==> src/rtl/imac_pkg.sv <==
// Shared constants for the I2C master acknowledge and command control block.
// What this block does
// - After a received byte the master drives ACK when the response bit 18 is 0 and NACK when it is 1.
// - The acknowledge action runs on a command write, and also on a data read when smart mode bit 8 is set.
// - The two-bit command field is a write-only strobe that launches a bus operation and always reads zero.
// - The acknowledge action only happens in master read mode; in write mode a command gives only repeated start or stop.
// - When one write sets both the response bit and a command, the response is updated before the command runs.
// - A command is taken only while the slave-on-bus or the master-on-bus flag is 1.
// - The response bit is writable while enabled and acts without write synchronisation, unlike commands.
package imac_pkg;
    // Register offsets (byte addresses).
    localparam logic [7:0] OFF_ENABLE = 8'h00;
    localparam logic [7:0] OFF_CTRL = 8'h04;
    localparam logic [7:0] OFF_MASK = 8'h10;
    localparam logic [7:0] OFF_STATUS = 8'h14;
    localparam logic [7:0] OFF_DATA = 8'h18;
    localparam logic [7:0] OFF_SYNCBUSY = 8'h1c;
    // Field positions.
    localparam int ENABLE_BIT = 0;
    localparam int SMART_BIT = 8;
    localparam int CMD_LO = 16;
    localparam int CMD_HI = 17;
    localparam int ACK_BIT = 18;
    // Reset values.
    localparam logic [31:0] CTRL_RST = 32'h0000_0000;
    localparam logic [2:0] STATUS_RST = 3'h0;
    // Sticky status bits.
    localparam int ST_W = 3;
    localparam int ST_DONE = 0;
    localparam int ST_DROP = 1;
    localparam int ST_SMART = 2;
    // Command codes.
    localparam logic [1:0] CMD_NONE = 2'h0;
    localparam logic [1:0] CMD_RSTART = 2'h1;
    localparam logic [1:0] CMD_READ = 2'h2;
    localparam logic [1:0] CMD_STOP = 2'h3;
    // Write synchroniser depth in clock cycles.
    localparam int SYNC_STAGES = 2;
endpackage

==> src/rtl/imac_cmd_if.sv <==
// Command hand-off between the register side and the bus sequencer.
`timescale 1ns/1ps
`default_nettype none
interface imac_cmd_if;
    logic cmd_valid;
    logic [1:0] cmd_code;
    logic cmd_read;
    logic ack_nack;
    logic busy;
    logic done;
    modport ctl (output cmd_valid, output cmd_code, output cmd_read,
                 output ack_nack, input busy, input done);
    modport seq (input cmd_valid, input cmd_code, input cmd_read,
                 input ack_nack, output busy, output done);
endinterface // imac_cmd_if
`default_nettype wire

==> src/rtl/imac_wsync.sv <==
// Write synchroniser: delays a command word by a fixed number of cycles.
`timescale 1ns/1ps
`default_nettype none
module imac_wsync #(
    parameter int STAGES = imac_pkg::SYNC_STAGES,
    parameter int W = 3
) (
    // Clock and reset.
    input wire logic clk_i,
    input wire logic rst_b_i,
    // Request in.
    input wire logic req_i,
    input wire logic [W-1:0] data_i,
    // Request out after the delay.
    output logic req_o,
    output logic [W-1:0] data_o,
    output logic busy_o
);
    logic [STAGES-1:0] vld_r, vld_nxt;
    logic [W-1:0] data_r, data_nxt;

    if (STAGES < 1) begin : g_chk
        $error("imac_wsync needs at least one stage");
    end

    // Shift the valid bit along; the payload is held, since only one
    // word can be in flight while busy blocks new requests upstream.
    always_comb begin
        // The size cast keeps the low bits, so the oldest stage falls off.
        vld_nxt = STAGES'({vld_r, req_i});
        data_nxt = req_i ? data_i : data_r;
    end

    always_ff @(posedge clk_i) begin
        if (!rst_b_i) begin
            vld_r <= '0;
            data_r <= '0;
        end else begin
            vld_r <= vld_nxt;
            data_r <= data_nxt;
        end
    end

    assign req_o = vld_r[STAGES-1];
    assign data_o = data_r;
    assign busy_o = |vld_r;
endmodule // imac_wsync
`default_nettype wire

==> src/rtl/imac_seq.sv <==
// Bus action sequencer: acknowledge action first, then the bus condition.
`timescale 1ns/1ps
`default_nettype none
module imac_seq (
    // Clock and reset.
    input wire logic clk_i,
    input wire logic rst_b_i,
    // Command hand-off.
    imac_cmd_if.seq cif,
    // Toward the bus engine.
    output logic ack_strobe_o,
    output logic ack_nack_o,
    output logic cond_strobe_o,
    output logic [1:0] cond_op_o
);
    typedef enum logic {SEQ_IDLE, SEQ_COND} imac_seq_state_t;
    imac_seq_state_t state_r, state_nxt;
    logic ack_stb_r, ack_stb_nxt, nack_r, nack_nxt;
    logic cond_stb_r, cond_stb_nxt, done_r, done_nxt;
    logic [1:0] op_r, op_nxt;

    // Next state and strobes. The response bit is sampled live when the
    // command leaves the synchroniser, so a same-write update is seen.
    always_comb begin
        state_nxt = state_r;
        ack_stb_nxt = 1'b0;
        nack_nxt = nack_r;
        cond_stb_nxt = 1'b0;
        op_nxt = op_r;
        done_nxt = 1'b0;
        unique case (state_r)
            SEQ_IDLE: begin
                if (cif.cmd_valid) begin
                    op_nxt = cif.cmd_code;
                    if (cif.cmd_read) begin
                        ack_stb_nxt = 1'b1;
                        nack_nxt = cif.ack_nack;
                        state_nxt = SEQ_COND;
                    end else begin
                        // Write mode: only repeated start or stop reach the bus.
                        cond_stb_nxt = (cif.cmd_code != imac_pkg::CMD_READ);
                        done_nxt = 1'b1;
                    end
                end
            end
            SEQ_COND: begin
                cond_stb_nxt = 1'b1;
                done_nxt = 1'b1;
                state_nxt = SEQ_IDLE;
            end
        endcase
    end

    always_ff @(posedge clk_i) begin
        if (!rst_b_i) begin
            state_r <= SEQ_IDLE;
            ack_stb_r <= 1'b0;
            nack_r <= 1'b0;
            cond_stb_r <= 1'b0;
            op_r <= imac_pkg::CMD_NONE;
            done_r <= 1'b0;
        end else begin
            state_r <= state_nxt;
            ack_stb_r <= ack_stb_nxt;
            nack_r <= nack_nxt;
            cond_stb_r <= cond_stb_nxt;
            op_r <= op_nxt;
            done_r <= done_nxt;
        end
    end

    assign ack_strobe_o = ack_stb_r;
    assign ack_nack_o = nack_r;
    assign cond_strobe_o = cond_stb_r;
    assign cond_op_o = op_r;
    assign cif.busy = (state_r != SEQ_IDLE);
    assign cif.done = done_r;
endmodule // imac_seq
`default_nettype wire

==> src/rtl/imac_top.sv <==
// Top of the I2C master acknowledge and command control block.
`timescale 1ns/1ps
`default_nettype none
module imac_top #(
    parameter int SYNC_STAGES = imac_pkg::SYNC_STAGES,
    parameter int RX_W = 8
) (
    // Clock and reset.
    input wire logic clk_i,
    input wire logic rst_b_i,
    // Register port.
    input wire logic [7:0] addr_i,
    input wire logic [31:0] wdata_i,
    input wire logic wr_i,
    input wire logic rd_i,
    output logic [31:0] rdata_o,
    // Bus engine state, same clock.
    input wire logic master_on_bus_flag_i,
    input wire logic slave_on_bus_flag_i,
    input wire logic read_mode_i,
    input wire logic [RX_W-1:0] rx_data_i,
    // Bus engine actions.
    output logic ack_strobe_o,
    output logic ack_nack_o,
    output logic cond_strobe_o,
    output logic [1:0] cond_op_o,
    // Block state.
    output logic enable_o,
    output logic irq_o
);
    localparam int SYNC_D = SYNC_STAGES + 1;

    if (RX_W < 1 || RX_W > 32 || SYNC_STAGES < 1) begin : g_chk
        $error("imac_top parameters out of range");
    end

    imac_cmd_if cif ();

    logic enable_r, enable_nxt;
    logic ack_r, ack_nxt;
    logic smart_r, smart_nxt;
    logic [imac_pkg::ST_W-1:0] status_r, status_nxt, mask_r, mask_nxt;
    logic [31:0] rdata_r, rdata_nxt;
    logic wr_ctrl, rd_data, owned, path_busy;
    logic [1:0] wr_cmd;
    logic cmd_take, cmd_drop, smart_take, sync_req, sync_busy;
    logic [2:0] sync_in, sync_out;
    logic [imac_pkg::ST_W-1:0] st_set;

    ////////////////////////////////////////////////////////////////////////
    // Command acceptance.

    // A command needs bus ownership and an idle path; otherwise it is
    // dropped at write time so it can never surface later on the bus.
    always_comb begin
        wr_ctrl = wr_i && (addr_i == imac_pkg::OFF_CTRL);
        wr_cmd = wdata_i[imac_pkg::CMD_HI:imac_pkg::CMD_LO];
        rd_data = rd_i && (addr_i == imac_pkg::OFF_DATA);
        owned = master_on_bus_flag_i || slave_on_bus_flag_i;
        path_busy = sync_busy || cif.busy;
        cmd_take = wr_ctrl && (wr_cmd != imac_pkg::CMD_NONE) && owned
                   && enable_r && !path_busy;
        cmd_drop = wr_ctrl && (wr_cmd != imac_pkg::CMD_NONE)
                   && !cmd_take;
        // Smart mode: reading received data acknowledges and fetches on.
        smart_take = rd_data && smart_r && enable_r && owned && read_mode_i
                     && !path_busy;
        sync_req = cmd_take || smart_take;
        sync_in = {read_mode_i, cmd_take ? wr_cmd : imac_pkg::CMD_READ};
    end

    // Commands cross the write synchroniser; the response bit does not.
    imac_wsync #(.STAGES(SYNC_STAGES), .W(3)) u_wsync (
        .clk_i(clk_i),
        .rst_b_i(rst_b_i),
        .req_i(sync_req),
        .data_i(sync_in),
        .req_o(cif.cmd_valid),
        .data_o(sync_out),
        .busy_o(sync_busy)
    );

    assign cif.cmd_code = sync_out[1:0];
    assign cif.cmd_read = sync_out[2];
    assign cif.ack_nack = ack_r;

    imac_seq u_seq (
        .clk_i(clk_i),
        .rst_b_i(rst_b_i),
        .cif(cif),
        .ack_strobe_o(ack_strobe_o),
        .ack_nack_o(ack_nack_o),
        .cond_strobe_o(cond_strobe_o),
        .cond_op_o(cond_op_o)
    );

    ////////////////////////////////////////////////////////////////////////
    // Registers.

    // Control writes. Smart mode is enable-protected; the response bit is
    // writable at any time and is stored at once.
    always_comb begin
        enable_nxt = enable_r;
        ack_nxt = ack_r;
        smart_nxt = smart_r;
        mask_nxt = mask_r;
        if (wr_i && addr_i == imac_pkg::OFF_ENABLE) begin
            enable_nxt = wdata_i[imac_pkg::ENABLE_BIT];
        end
        if (wr_ctrl) begin
            ack_nxt = wdata_i[imac_pkg::ACK_BIT];
            if (!enable_r) begin
                smart_nxt = wdata_i[imac_pkg::SMART_BIT];
            end
        end
        if (wr_i && addr_i == imac_pkg::OFF_MASK) begin
            mask_nxt = wdata_i[imac_pkg::ST_W-1:0];
        end
    end

    // Sticky events: a read of status clears it, a same-cycle set wins.
    always_comb begin
        st_set = '0;
        st_set[imac_pkg::ST_DONE] = cif.done;
        st_set[imac_pkg::ST_DROP] = cmd_drop;
        st_set[imac_pkg::ST_SMART] = smart_take;
        status_nxt = status_r | st_set;
        if (rd_i && addr_i == imac_pkg::OFF_STATUS) begin
            status_nxt = st_set;
        end
    end

    // Read data, valid the cycle after the strobe; unmapped reads give 0.
    always_comb begin
        rdata_nxt = '0;
        if (rd_i) begin
            unique case (addr_i)
                imac_pkg::OFF_ENABLE: begin
                    rdata_nxt[imac_pkg::ENABLE_BIT] = enable_r;
                end
                imac_pkg::OFF_CTRL: begin
                    // The command field is a strobe and reads as zero.
                    rdata_nxt[imac_pkg::ACK_BIT] = ack_r;
                    rdata_nxt[imac_pkg::SMART_BIT] = smart_r;
                end
                imac_pkg::OFF_MASK: rdata_nxt[imac_pkg::ST_W-1:0] = mask_r;
                imac_pkg::OFF_STATUS: rdata_nxt[imac_pkg::ST_W-1:0] = status_r;
                imac_pkg::OFF_DATA: rdata_nxt[RX_W-1:0] = rx_data_i;
                imac_pkg::OFF_SYNCBUSY: rdata_nxt[0] = sync_busy;
                default: rdata_nxt = '0;
            endcase
        end
    end

    always_ff @(posedge clk_i) begin
        if (!rst_b_i) begin
            enable_r <= imac_pkg::CTRL_RST[imac_pkg::ENABLE_BIT];
            ack_r <= imac_pkg::CTRL_RST[imac_pkg::ACK_BIT];
            smart_r <= imac_pkg::CTRL_RST[imac_pkg::SMART_BIT];
            mask_r <= imac_pkg::STATUS_RST;
            status_r <= imac_pkg::STATUS_RST;
            rdata_r <= '0;
        end else begin
            enable_r <= enable_nxt;
            ack_r <= ack_nxt;
            smart_r <= smart_nxt;
            mask_r <= mask_nxt;
            status_r <= status_nxt;
            rdata_r <= rdata_nxt;
        end
    end

    assign rdata_o = rdata_r;
    assign enable_o = enable_r;
    // Level interrupt straight from two registers, so it cannot glitch.
    assign irq_o = |(status_r & mask_r);
endmodule // imac_top
`default_nettype wire

==> config.mk <==
export PLATFORM = sky130hd
export DESIGN_NAME = imac_top
export DESIGN_NICKNAME = d
export VERILOG_FILES = /design/src/rtl/imac_pkg.sv /design/src/rtl/imac_cmd_if.sv /design/src/rtl/imac_wsync.sv /design/src/rtl/imac_seq.sv /design/src/rtl/imac_top.sv
export SDC_FILE = /design/constraint.sdc
export NUM_CORES = 1
export LEC_CHECK = 0
export ABC_AREA = 1
export BUFFER_PORTS_ARGS = -buffer_cell sky130_fd_sc_hd__buf_2
export CAP_MARGIN = 20
export CORE_ASPECT_RATIO = 0.8
export CORE_MARGIN = 2
export CORE_UTILIZATION = 43
export CTS_BUF_LIST = sky130_fd_sc_hd__clkbuf_8
export CTS_CLUSTER_DIAMETER = 30
export DETAILED_ROUTE_END_ITERATION = 10
export HOLD_SLACK_MARGIN = 0.15
export PLACE_DENSITY_LB_ADDON = 0.3
export SYNTH_ARGS = -nofsm -noshare
export SYNTH_HDL_FRONTEND = slang
export SYNTH_SLANG_ARGS = --single-unit
==> constraint.sdc <==
create_clock -name clk_i -period 1.2 [get_ports clk_i]
set_input_delay 0.06 -clock clk_i [delete_from_list [all_inputs] [get_ports clk_i]]
set_output_delay 0.06 -clock clk_i [all_outputs]
set_load 0.05 [all_outputs]
==> results of run 1 <==
[power by group through the flow]
| stage | logic, µW | clock network [µW] | registers [µW] |
|---|---|---|---|
| floorplan | 256 | 0 | 1020 |
| global placement | 274 | 0 | 1020 |
| detailed placement | 274 | 0 | 1020 |
| CTS | 324 | 967 | 994 |
| global route | 354 | 1010 | 994 |
| finish | 331 | 942 | 995 |
[flip-flops by register name, summed over array words and instances (netlist names)]
| name | cells |
|---|---|
| rdata_o | 10 |
| mask_r | 3 |
| status_r | 3 |
| u_wsync.data_o | 3 |
| u_seq.cond_op_o | 2 |
| u_wsync.vld_r | 2 |
| ack_r | 1 |
| enable_o | 1 |
| smart_r | 1 |
| u_seq.ack_nack_o | 1 |
| u_seq.ack_strobe_o | 1 |
| u_seq.cif.done | 1 |
| u_seq.cond_strobe_o | 1 |
[cells by family (layout without fill, tap and decap cells)]
logic type | Yosys count | count (layout) | share of synthesized area, %
flops | 30 | 30 | 41.8
other cells | 1 | 22 | 0.261
simple gates | 92 | 92 | 31.0
compound gates | 23 | 23 | 8.44
buf+inv | 49 | 105 | 18.5
[layer usage]
| layer | vias to the layer above | part of all wire, % | GRT usage, % |
|---|---|---|---|
| met1 | 584 | 44 | 23.7 |
| met3 | 6 | 7.3 | 5.47 |
| met5 | - | 0 | 0 |
| met4 | 0 | 1.4 | 6.86 |
| li1 | 714 | - | - |
| met2 | 51 | 47 | 27.2 |
[critical path, stage by stage, from the launching register on]
cell and delay (ps):
dfxtp_1 390, nand2_1 80, nand3_1 80, buf_2 260
[worst paths after layout]
kind	to	slack (ps)	cells after the start
worst max-delay path	irq_o	40	3
worst min register to register	u_wsync.vld_r[1]	440	2
worst max register to register	u_wsync.data_o[1]	80	6
worst min-delay path	enable_o	160	4
[area by class of cell]
class,count,area [µm²]
Timing Repair Buffer,71,468
Clock buffer,8,110
Multi-Input combinational cell,137,662
Sequential cell,30,606
Tap cell,40,50.0
Fill cell,275,1140
Inverter,26,97.6
[cells in the final DEF (no fill, tap or decap), types with 2 or more instances in the layout]
cell type      synthesis  layout
nor2_1                31      29
nand3_1                8       7
buf_4                 22       5
buf_2                  0      46
nand3_2                1       2
inv_1                 24      22
conb_1                 1      22
nand3_4                2       2
clkinv_1               2       2
inv_2                  0       2
nand4_1                3       3
o21ai_1                0       2
o21ai_0               10       8
nor2_4                 4       4
nand2_2                3       3
nor2_2                 3       5
dfxtp_1               30      28
clkbuf_8               0       8
nand2_1               35      35
dlygate4sd3_1          0      20
a21oi_1               11      11
[metrics by stage]
step                instances  setup slack, ps
CTS                       312             8.95
detailed placement        284             11.0
finish                    312             37.4
floorplan                 216             9.56
global route              312            -1.97
global placement          284            -7.55
[what timing repair did]
action                                 4_1_cts  5_1_grt
setup endpoints to repair                    0        3
gates resized for setup                      0        8
hold buffers                                20        0
endpoints found under the hold margin       25        0
==> results.md, run 1 <==
- Worst IR Drop VDD: between 0.0007 and 0.0008 V
- WL/cell: approximately 10 µm
- Upper clock frequency limit: about 860 MHz
- Flop pwr share: a little over two fifths
- H-Tree Level Count: 2
- Status: finished clean
- RD Place Congestion: roughly 0.8
- Yosys warning total: 0
- Die width: just under 70 µm
- Clock Path Buffers: 2
- First-pass iteration count of the detailed router: 5
- Total Wirelength: ~3300 µm
- Switch Pwr: between 500 and 600 µW
- Worst EP required: approximately 1100 ps
- Synthesized flop and latch total: 30
- CP arrival: ~1100 ps
- Final core occ: a little under two thirds
- Layout cell share with drive strength beyond 1: 29.4%
- Leak: between 0.0009 and 0.001 µW
- Area leader, netlist: dfxtp_1
- CTS tree: done
- Num CTS Buffers: 5
- DRC Markers: 0
- WHS: 161 ps
- CP Capture Type: output port
- Min cycle time layout: around 1200 ps
- Total power: 2270 µW
- Die area: 0.00382 mm²
- Crit Path Category: reg2out
- Hold Vio Cnt, Final: 0
- Logic pwr share: 14.6%
- Hold Path Class: in2reg
- Internal: approximately 1700 µW
- Inserted Diodes: 0
- Main area contributors after synthesis: dfxtp_1, buf_4, nand2_1, nor2_1, inv_1
- Clock transition at the registers of the reported paths: about 60 ps
- Placed cell areas: ~0.0017 mm²
- Power Density: about 1100 mW/mm²
- Hpwl dp: around 2300 µm
- Top-count cell post-synth: nand2_1
- Sequential area share after synthesis: 41.8%
- Port bufs: 46
- GR Util All Layers: between 15 and 20%
- Worst Setup Start Kind: flip-flop
- Row Count: 18
- Die H: around 56 µm
- Cells after Synth: 195
- Mean Syn Cell Area: between 7 and 8 µm²
- Top cell types by occurrence after synthesis: nand2_1, nor2_1, dfxtp_1
- Ys async rst share: 0%
- # nets final: 326
- Setup_tns: 0 ps
- Post-synth cell types: 21
- Maximum number of pins on one net before global-route repair: 10
- Post-DR vias/cell: 4.34
- Initial antenna violation count: 0
- Crit share post-route: a little over nine tenths
- Global-route wire length before repair: 5080 µm
- Post-synth EDFFs: 0
- Post-DRT Antenna Nets: 0
- Crit path max fanout: 3
- Post-CTS Setup Inserts: 0
- Clk_skew: between 3 and 4 ps
- Vias in the first global route: between 1000 and 1500
- Share of the synthesized area in the top cell type: between 40% and 50%
- Initial DRC Count: 28
- Crit Reg-Reg Startpoint: u_wsync.vld_r[0]
- Hold wc startpoint: wr_i
- # setup viols final: 0
- Total number of vias: around 1400
- Initial Utilization: a little under half
- Cell Area, Synth: roughly 0.0014 mm²
- Grt total ovfl: 0
- Max Cap Viol: 0
- Final instance area: approximately 0.0020 mm²
- Main synth FF type: dfxtp_1
- Clock Latency Late Sink: ~280 ps
- Core area: 0.00313 mm²
- Layout area overhead: 38.6%
- CP startpoint: status_r[0]
- Root buffer cell: clkbuf_8
- Sw Share: around a quarter
- # IOs: between 90 and 100
- CTS sink count: 30
- Final Slew Violations: 0
- Clk pwr share: a little over 40%
Power figures use the tool's default switching activity.
==> run 2: changes to the inputs <==
CORE_UTILIZATION = 39   (was 43)
clock period = 1.05 ns   (was 1.2 ns; I/O delays follow)
==> run 2 against run 1 <==
Power up 7.7%. Sequential power rose by 14%. Largest cell class unchanged. Combinational power is 16% higher. Cell count up 2.2%. Clock power decreased by 2%. Largest power group unchanged. Cell area is 3.4% higher. Die area increased by 9.6%.
==> results.md, run 2 (same netlist as run 1, synthesis figures left out) <==
- Grt total ovfl: 0 (unchanged)
- Worst IR Drop VDD: 0.000581 V (-23%)
- Row Count: 19 (+1)
- Clock transition at the registers of the reported paths: 60 ps (about the same)
- Crit path max fanout: 5 (+2)
- Flop pwr share: 46.4% (+2.5 points)
- Final Slew Violations: 0 (unchanged)
- Worst EP required: 1270 ps (+130 ps)
- Switch Pwr: 676 µW (+14%)
- Layout cell share with drive strength beyond 1: 35.4% (+6.0 points)
- Leading cell type in the layout, fill and taps excluded: buf_2
- Crit share post-route: ~100%
- RD Place Congestion: 0.831 (+0.76%)
- Hpwl dp: 2390 µm (+4.6%)
- Placed Cells: 293 (+3.2%)
- Die H: 58.3 µm (+4.6%)
- Core area: 0.00347 mm² (+11%)
- Logic pwr share: 15.7% (+1.1 points)
- Clk pwr share: 37.9% (-3.6 points)
- GR Util All Layers: 15.8% (-2.2 points)
- Setup_tns: 0 ps (unchanged)
- Total number of vias: 1381 (+1.9%)
- CP delay by family, top: simple AND/OR/NAND/NOR gates
- Post-DRT Antenna Nets: 0 (unchanged)
- Min cycle time layout: around 1000 ps
- Final core occ: 59.4% (-4.3 points)
- WL/cell: 10.2 µm (-2.7%)
- Initial antenna violation count: 0 (unchanged)
- Power Density: 1190 mW/mm² (+4.2%)
- CP arrival: 1270 ps (+170 ps)
- H-Tree Level Count: 2 (unchanged)
- Worst setup margin: 0.536 ps (-36.8 ps)
- Maximum number of pins on one net before global-route repair: 13 (+3)
- RSZ-0062 raised after global routing: true
- Crit Path Category: reg2reg
- Sw Share: 27.7% (+1.4 points)
- CTS sink count: 30 (unchanged)
- Num CTS Buffers: 5 (unchanged)
- Commonest cells after routing, fill and taps aside: buf_2, nand2_1, nor2_1
- Hold Path Class: in2reg
- Total power: 2440 µW (+7.7%)
- Vias in the first global route: 1156 (-2.1%)
- Internal: 1770 µW (+5.7%)
- CP max-delay cell: dfxtp_2
- Leak: 0.00101 µW (+3.3%)
- Worst Setup Start Kind: flip-flop
- First-pass iteration count of the detailed router: 4 (-1)
- # nets final: 331 (+1.5%)
- Critical path's largest stage delay: 330 ps (-60 ps)
- Upper clock frequency limit: 953 MHz
- Largest register FFs: 10 (unchanged)
- Post-DR vias/cell: 4.33 (-0.32%)
- # IOs: 94 (unchanged)
- Root buffer cell: clkbuf_8
- Clock Latency Late Sink: 280 ps (about the same)
- # setup viols final: 0 (unchanged)
- Inserted Diodes: 0 (unchanged)
- Layout area overhead: 43.3%
- Pre-CTS setup slack: -79.8 ps (-90.8 ps)
- Buffers and inverters on the worst path: 1 (unchanged)
- Initial Utilization: 41.4% (-4.5 points)
- Initial DRC Count: 48 (+71%)
- Finished Layout Cells: 319 (+2.2%)
- Status: finished clean
- Cell-by-cell trace of the critical path: nor2_4 > nand3_4 > inv_4 > nand3_4 > nand2_2 > nor2_1 > nor2_1
- Total Wirelength: 3250 µm (-0.52%)
- Die area: 0.00419 mm² (+9.6%)
- CP Capture Type: flip-flop
- Global-route wire length before repair: 5030 µm (-0.95%)
- DRC Markers: 0 (unchanged)
- Die width: 71.9 µm (+4.7%)
- Port bufs: 46 (unchanged)
- Clk_skew: 3.13 ps (-0.405 ps)
- CTS tree: done
- Clock Path Buffers: 2 (unchanged)
- Max Cap Viol: 0 (unchanged)
- Hold Vio Cnt, Final: 0 (unchanged)
run 2: per-stage QoR:
stage          cell area (µm²)  hold WS [ps]
6_report                  2060           108
5_1_grt                   2060           129
4_1_cts                   2030           105
3_5_place_dp              1730           277
3_3_place_gp              1730           271
2_1_floorplan             1520           165
run 2: path summary, 6_finish.rpt:
check / start / endpoint / slack, ps / depth (start not counted)
setup reg to reg: u_wsync.vld_r[0] / u_wsync.data_o[2] / 0.5 / 7
hold / removal: rst_b_i / mask_r[1] / 110 / 3
setup / recovery: u_wsync.vld_r[0] / u_wsync.data_o[2] / 0.5 / 7
hold reg to reg: u_seq.cif.done / status_r[0] / 450 / 2
run 2: worst reg2reg max path, cell delays in order, from the launching register on:
cell,delay [ps]
dfxtp_2,330
nor2_4,140
nand3_4,120
inv_4,80
nand3_4,100
nand2_2,90
nor2_1,40
nor2_1,90
run 2: area by class of cell:
| class | instances | area [µm²] |
|---|---|---|
| multi-input combinational | 137 | 691 |
| fill | 341 | 1410 |
| clock buffer | 6 | 82.6 |
| timing repair buffer | 76 | 509 |
| tap | 42 | 52.6 |
| inverter | 26 | 100 |
| clock inverter | 2 | 8.76 |
| sequential | 30 | 617 |
run 2: power by group through the flow:
stage	combinational, µW	sequential, µW	clock, µW
6_report	383	1130	926
5_1_grt	410	1130	1030
4_1_cts	376	1130	956
3_5_place_dp	324	1160	0
3_3_place_gp	324	1160	0
2_1_floorplan	293	1160	0
run 2: metal layers:
| layer | wire [µm] | share of wire [%] | vias to the layer above | global-route usage [%] |
|---|---|---|---|---|
| met1 | 1550 | 48 | 597 | 20.7 |
| met3 | 247 | 7.6 | 6 | 6.34 |
| met4 | 34 | 1.0 | 0 | 5.66 |
| met2 | 1410 | 43 | 52 | 23.9 |
| li1 | - | - | 726 | - |
| met5 | 0 | 0 | - | 0 |
run 2: what timing repair did:
action / 4_1_cts / 5_1_grt
gates cloned: 0 / 0
resized for setup: 9 / 14
hold buffers: 18 / 1
pin swaps: 3 / 6
endpoints found under the setup margin: 7 / 8
buffers inserted: 0 / 0
hold endpoints to repair: 22 / 4
==> run 3: changes to the inputs <==
REMOVE_ABC_BUFFERS = 1   (was not set)
==> run 3 against run 2 <==
Cell count rose by 0.63%. The flow now finishes with violations (setup timing). Cell area fell by 0.49%. Non-clock buffer count rose by 2. Routed wire length rose by 3.0%. Sequential power barely moved.
==> results.md, run 3 (same netlist as run 1, synthesis figures left out) <==
- # IOs: 94 (unchanged)
- Most common cell on crit path: inv_2
- Worst IR Drop VDD: 0.000706 V (+21%)
- Layout area overhead: 42.6%
- Worst EP required: 1220 ps (-50 ps)
- Largest register FFs: 10 (unchanged)
- CP max-delay cell: dfxtp_2
- Finished Layout Cells: 321 (+0.63%)
- Pre-CTS setup slack: -94.0 ps (-14.2 ps)
- Failing checks: setup timing
- Die area: 0.00419 mm² (unchanged)
- Core area: 0.00347 mm² (unchanged)
- Max Cap Viol: 0 (unchanged)
- CP arrival: 1250 ps (-20 ps)
- Num CTS Buffers: 5 (unchanged)
- CTS sink count: 30 (unchanged)
- Layout cell share with drive strength beyond 1: 35.5% (+0.10 points)
- CTS tree: done
- Crit share post-route: 102% (+2.3 points)
- # nets final: 333 (+0.60%)
- Placed cell areas: 0.00174 mm² (+0.43%)
- Hpwl dp: 2390 µm (about the same)
- WHS: 105 ps (-3.59 ps)
- Clk_skew: 4.73 ps (+1.59 ps)
- Total Wirelength: 3350 µm (+3.0%)
- Clock transition at the registers of the reported paths: 60 ps (about the same)
- Die H: 58.3 µm (unchanged)
- Status: finished, violations left
- Min cycle time layout: 1070 ps (+24.6 ps)
- Power Density: 1190 mW/mm² (+0.63%)
- Fillers: 343 (+0.59%)
- Final Slew Violations: 0 (unchanged)
- Row Count: 19 (unchanged)
- Global-route wire length before repair: 5210 µm (+3.6%)
- WL/cell: 10.4 µm (+2.4%)
- Crit path max fanout: 5 (unchanged)
- Leading cell type in the layout, fill and taps excluded: buf_2
- Die width: 71.9 µm (unchanged)
- Critical path's largest stage delay: 330 ps (about the same)
- DRC Markers: 0 (unchanged)
- Clock Latency Late Sink: 270 ps (about the same)
- GR Util All Layers: 16.1% (+0.29 points)
- Cell-by-cell trace of the critical path: inv_2 > nor2_2 > nand3_2 > inv_2 > nand3_4 > o21ai_1 > nor2_1
- Inserted Diodes: 0 (unchanged)
- Total number of vias: 1367 (-1.0%)
- Upper clock frequency limit: 931 MHz (-2.3%)
- Initial DRC Count: 31 (-35%)
- Post-DRT Antenna Nets: 0 (unchanged)
- Hold Path Class: in2reg
- Clock Path Buffers: 2 (unchanged)
- Final core occ: 59.1% (-0.29 points)
- Worst setup margin: -24.0 ps (-24.6 ps)
- Worst Setup Start Kind: flip-flop
- # setup viols final: 2 (+2)
- Hold Vio Cnt, Final: 0 (unchanged)
- H-Tree Level Count: 2 (unchanged)
- First-pass iteration count of the detailed router: 4 (unchanged)
- Initial antenna violation count: 0 (unchanged)
- Commonest cells after routing, fill and taps aside: buf_2, nand2_1, nor2_1
- Crit Path Category: reg2reg
- Post-DR vias/cell: 4.26 (-1.6%)
- RD Place Congestion: 0.835 (+0.58%)
- Vias in the first global route: 1235 (+6.8%)
- RSZ-0062 raised after global routing: true
- Leak: 0.00102 µW (+0.97%)
- Initial Utilization: 41.4% (unchanged)
- Maximum number of pins on one net before global-route repair: 13 (unchanged)
- Final instance area: 0.00205 mm² (-0.49%)
- CP Capture Type: flip-flop
- Grt total ovfl: 0 (unchanged)
- Root buffer cell: clkbuf_8
- Placed Cells: 295 (+0.68%)
- Port bufs: 46 (unchanged)
run 3: final cells by class:
cell class	count	area (µm²)	share of cell area, %
clock buffer	6	82.6	4.03
clock inverter	2	8.76	0.427
tap	42	52.6	2.56
multi-input combinational	137	678	33.1
timing repair buffer	78	522	25.4
sequential	30	609	29.7
inverter	26	97.6	4.76
run 3: worst max-delay path, delay by kind of cell (launching register included):
| kind | cells | cell delay, ps |
|---|---|---|
| and+or+nand+nor | 4 | 370 |
| DFF | 1 | 330 |
| buffers and inverters | 2 | 140 |
| AOI/OAI and AO/OA | 1 | 130 |
run 3: power breakdown:
group          total (µW)  internal, µW  switching, µW
sequential           1140          1140          0.422
combinational         379           114            265
clock                 928           518            411
run 3: stage by stage:
stage / total power [µW] / TNS (ps)
final: 2450 / -29.4
after global routing: 2540 / -278
after CTS: 2470 / -0.966
after detailed placement: 1490 / -187
after global placement: 1490 / -102
after floorplan: 1390 / -2450
run 3: repair_timing:
action                     CTS  global route
setup endpoints to repair    5             9
setup buffers                0             1
pin swaps                    3             5
hold endpoints to repair    21             3
gates resized for setup     14            11
hold buffers                16             1
run 3: path summary, 6_finish.rpt:
kind,depth (start not counted),slack (ps),to,from
setup / recovery,7,-20,u_wsync.data_o[2],enable_o
hold / removal,3,100,mask_r[0],rst_b_i
setup reg to reg,7,-20,u_wsync.data_o[2],enable_o
hold reg to reg,2,450,u_wsync.vld_r[1],u_wsync.vld_r[0]
run 3: metal layers:
layer | wire, µm | part of all wire [%] | track usage (%) | vias up
met5 | 0 | 0 | 0 | -
met3 | 218 | 6.5 | 5.31 | 5
li1 | - | - | - | 728
met4 | 38 | 1.1 | 5.66 | 0
met2 | 1590 | 47 | 27.1 | 45
met1 | 1500 | 45 | 19.6 | 589
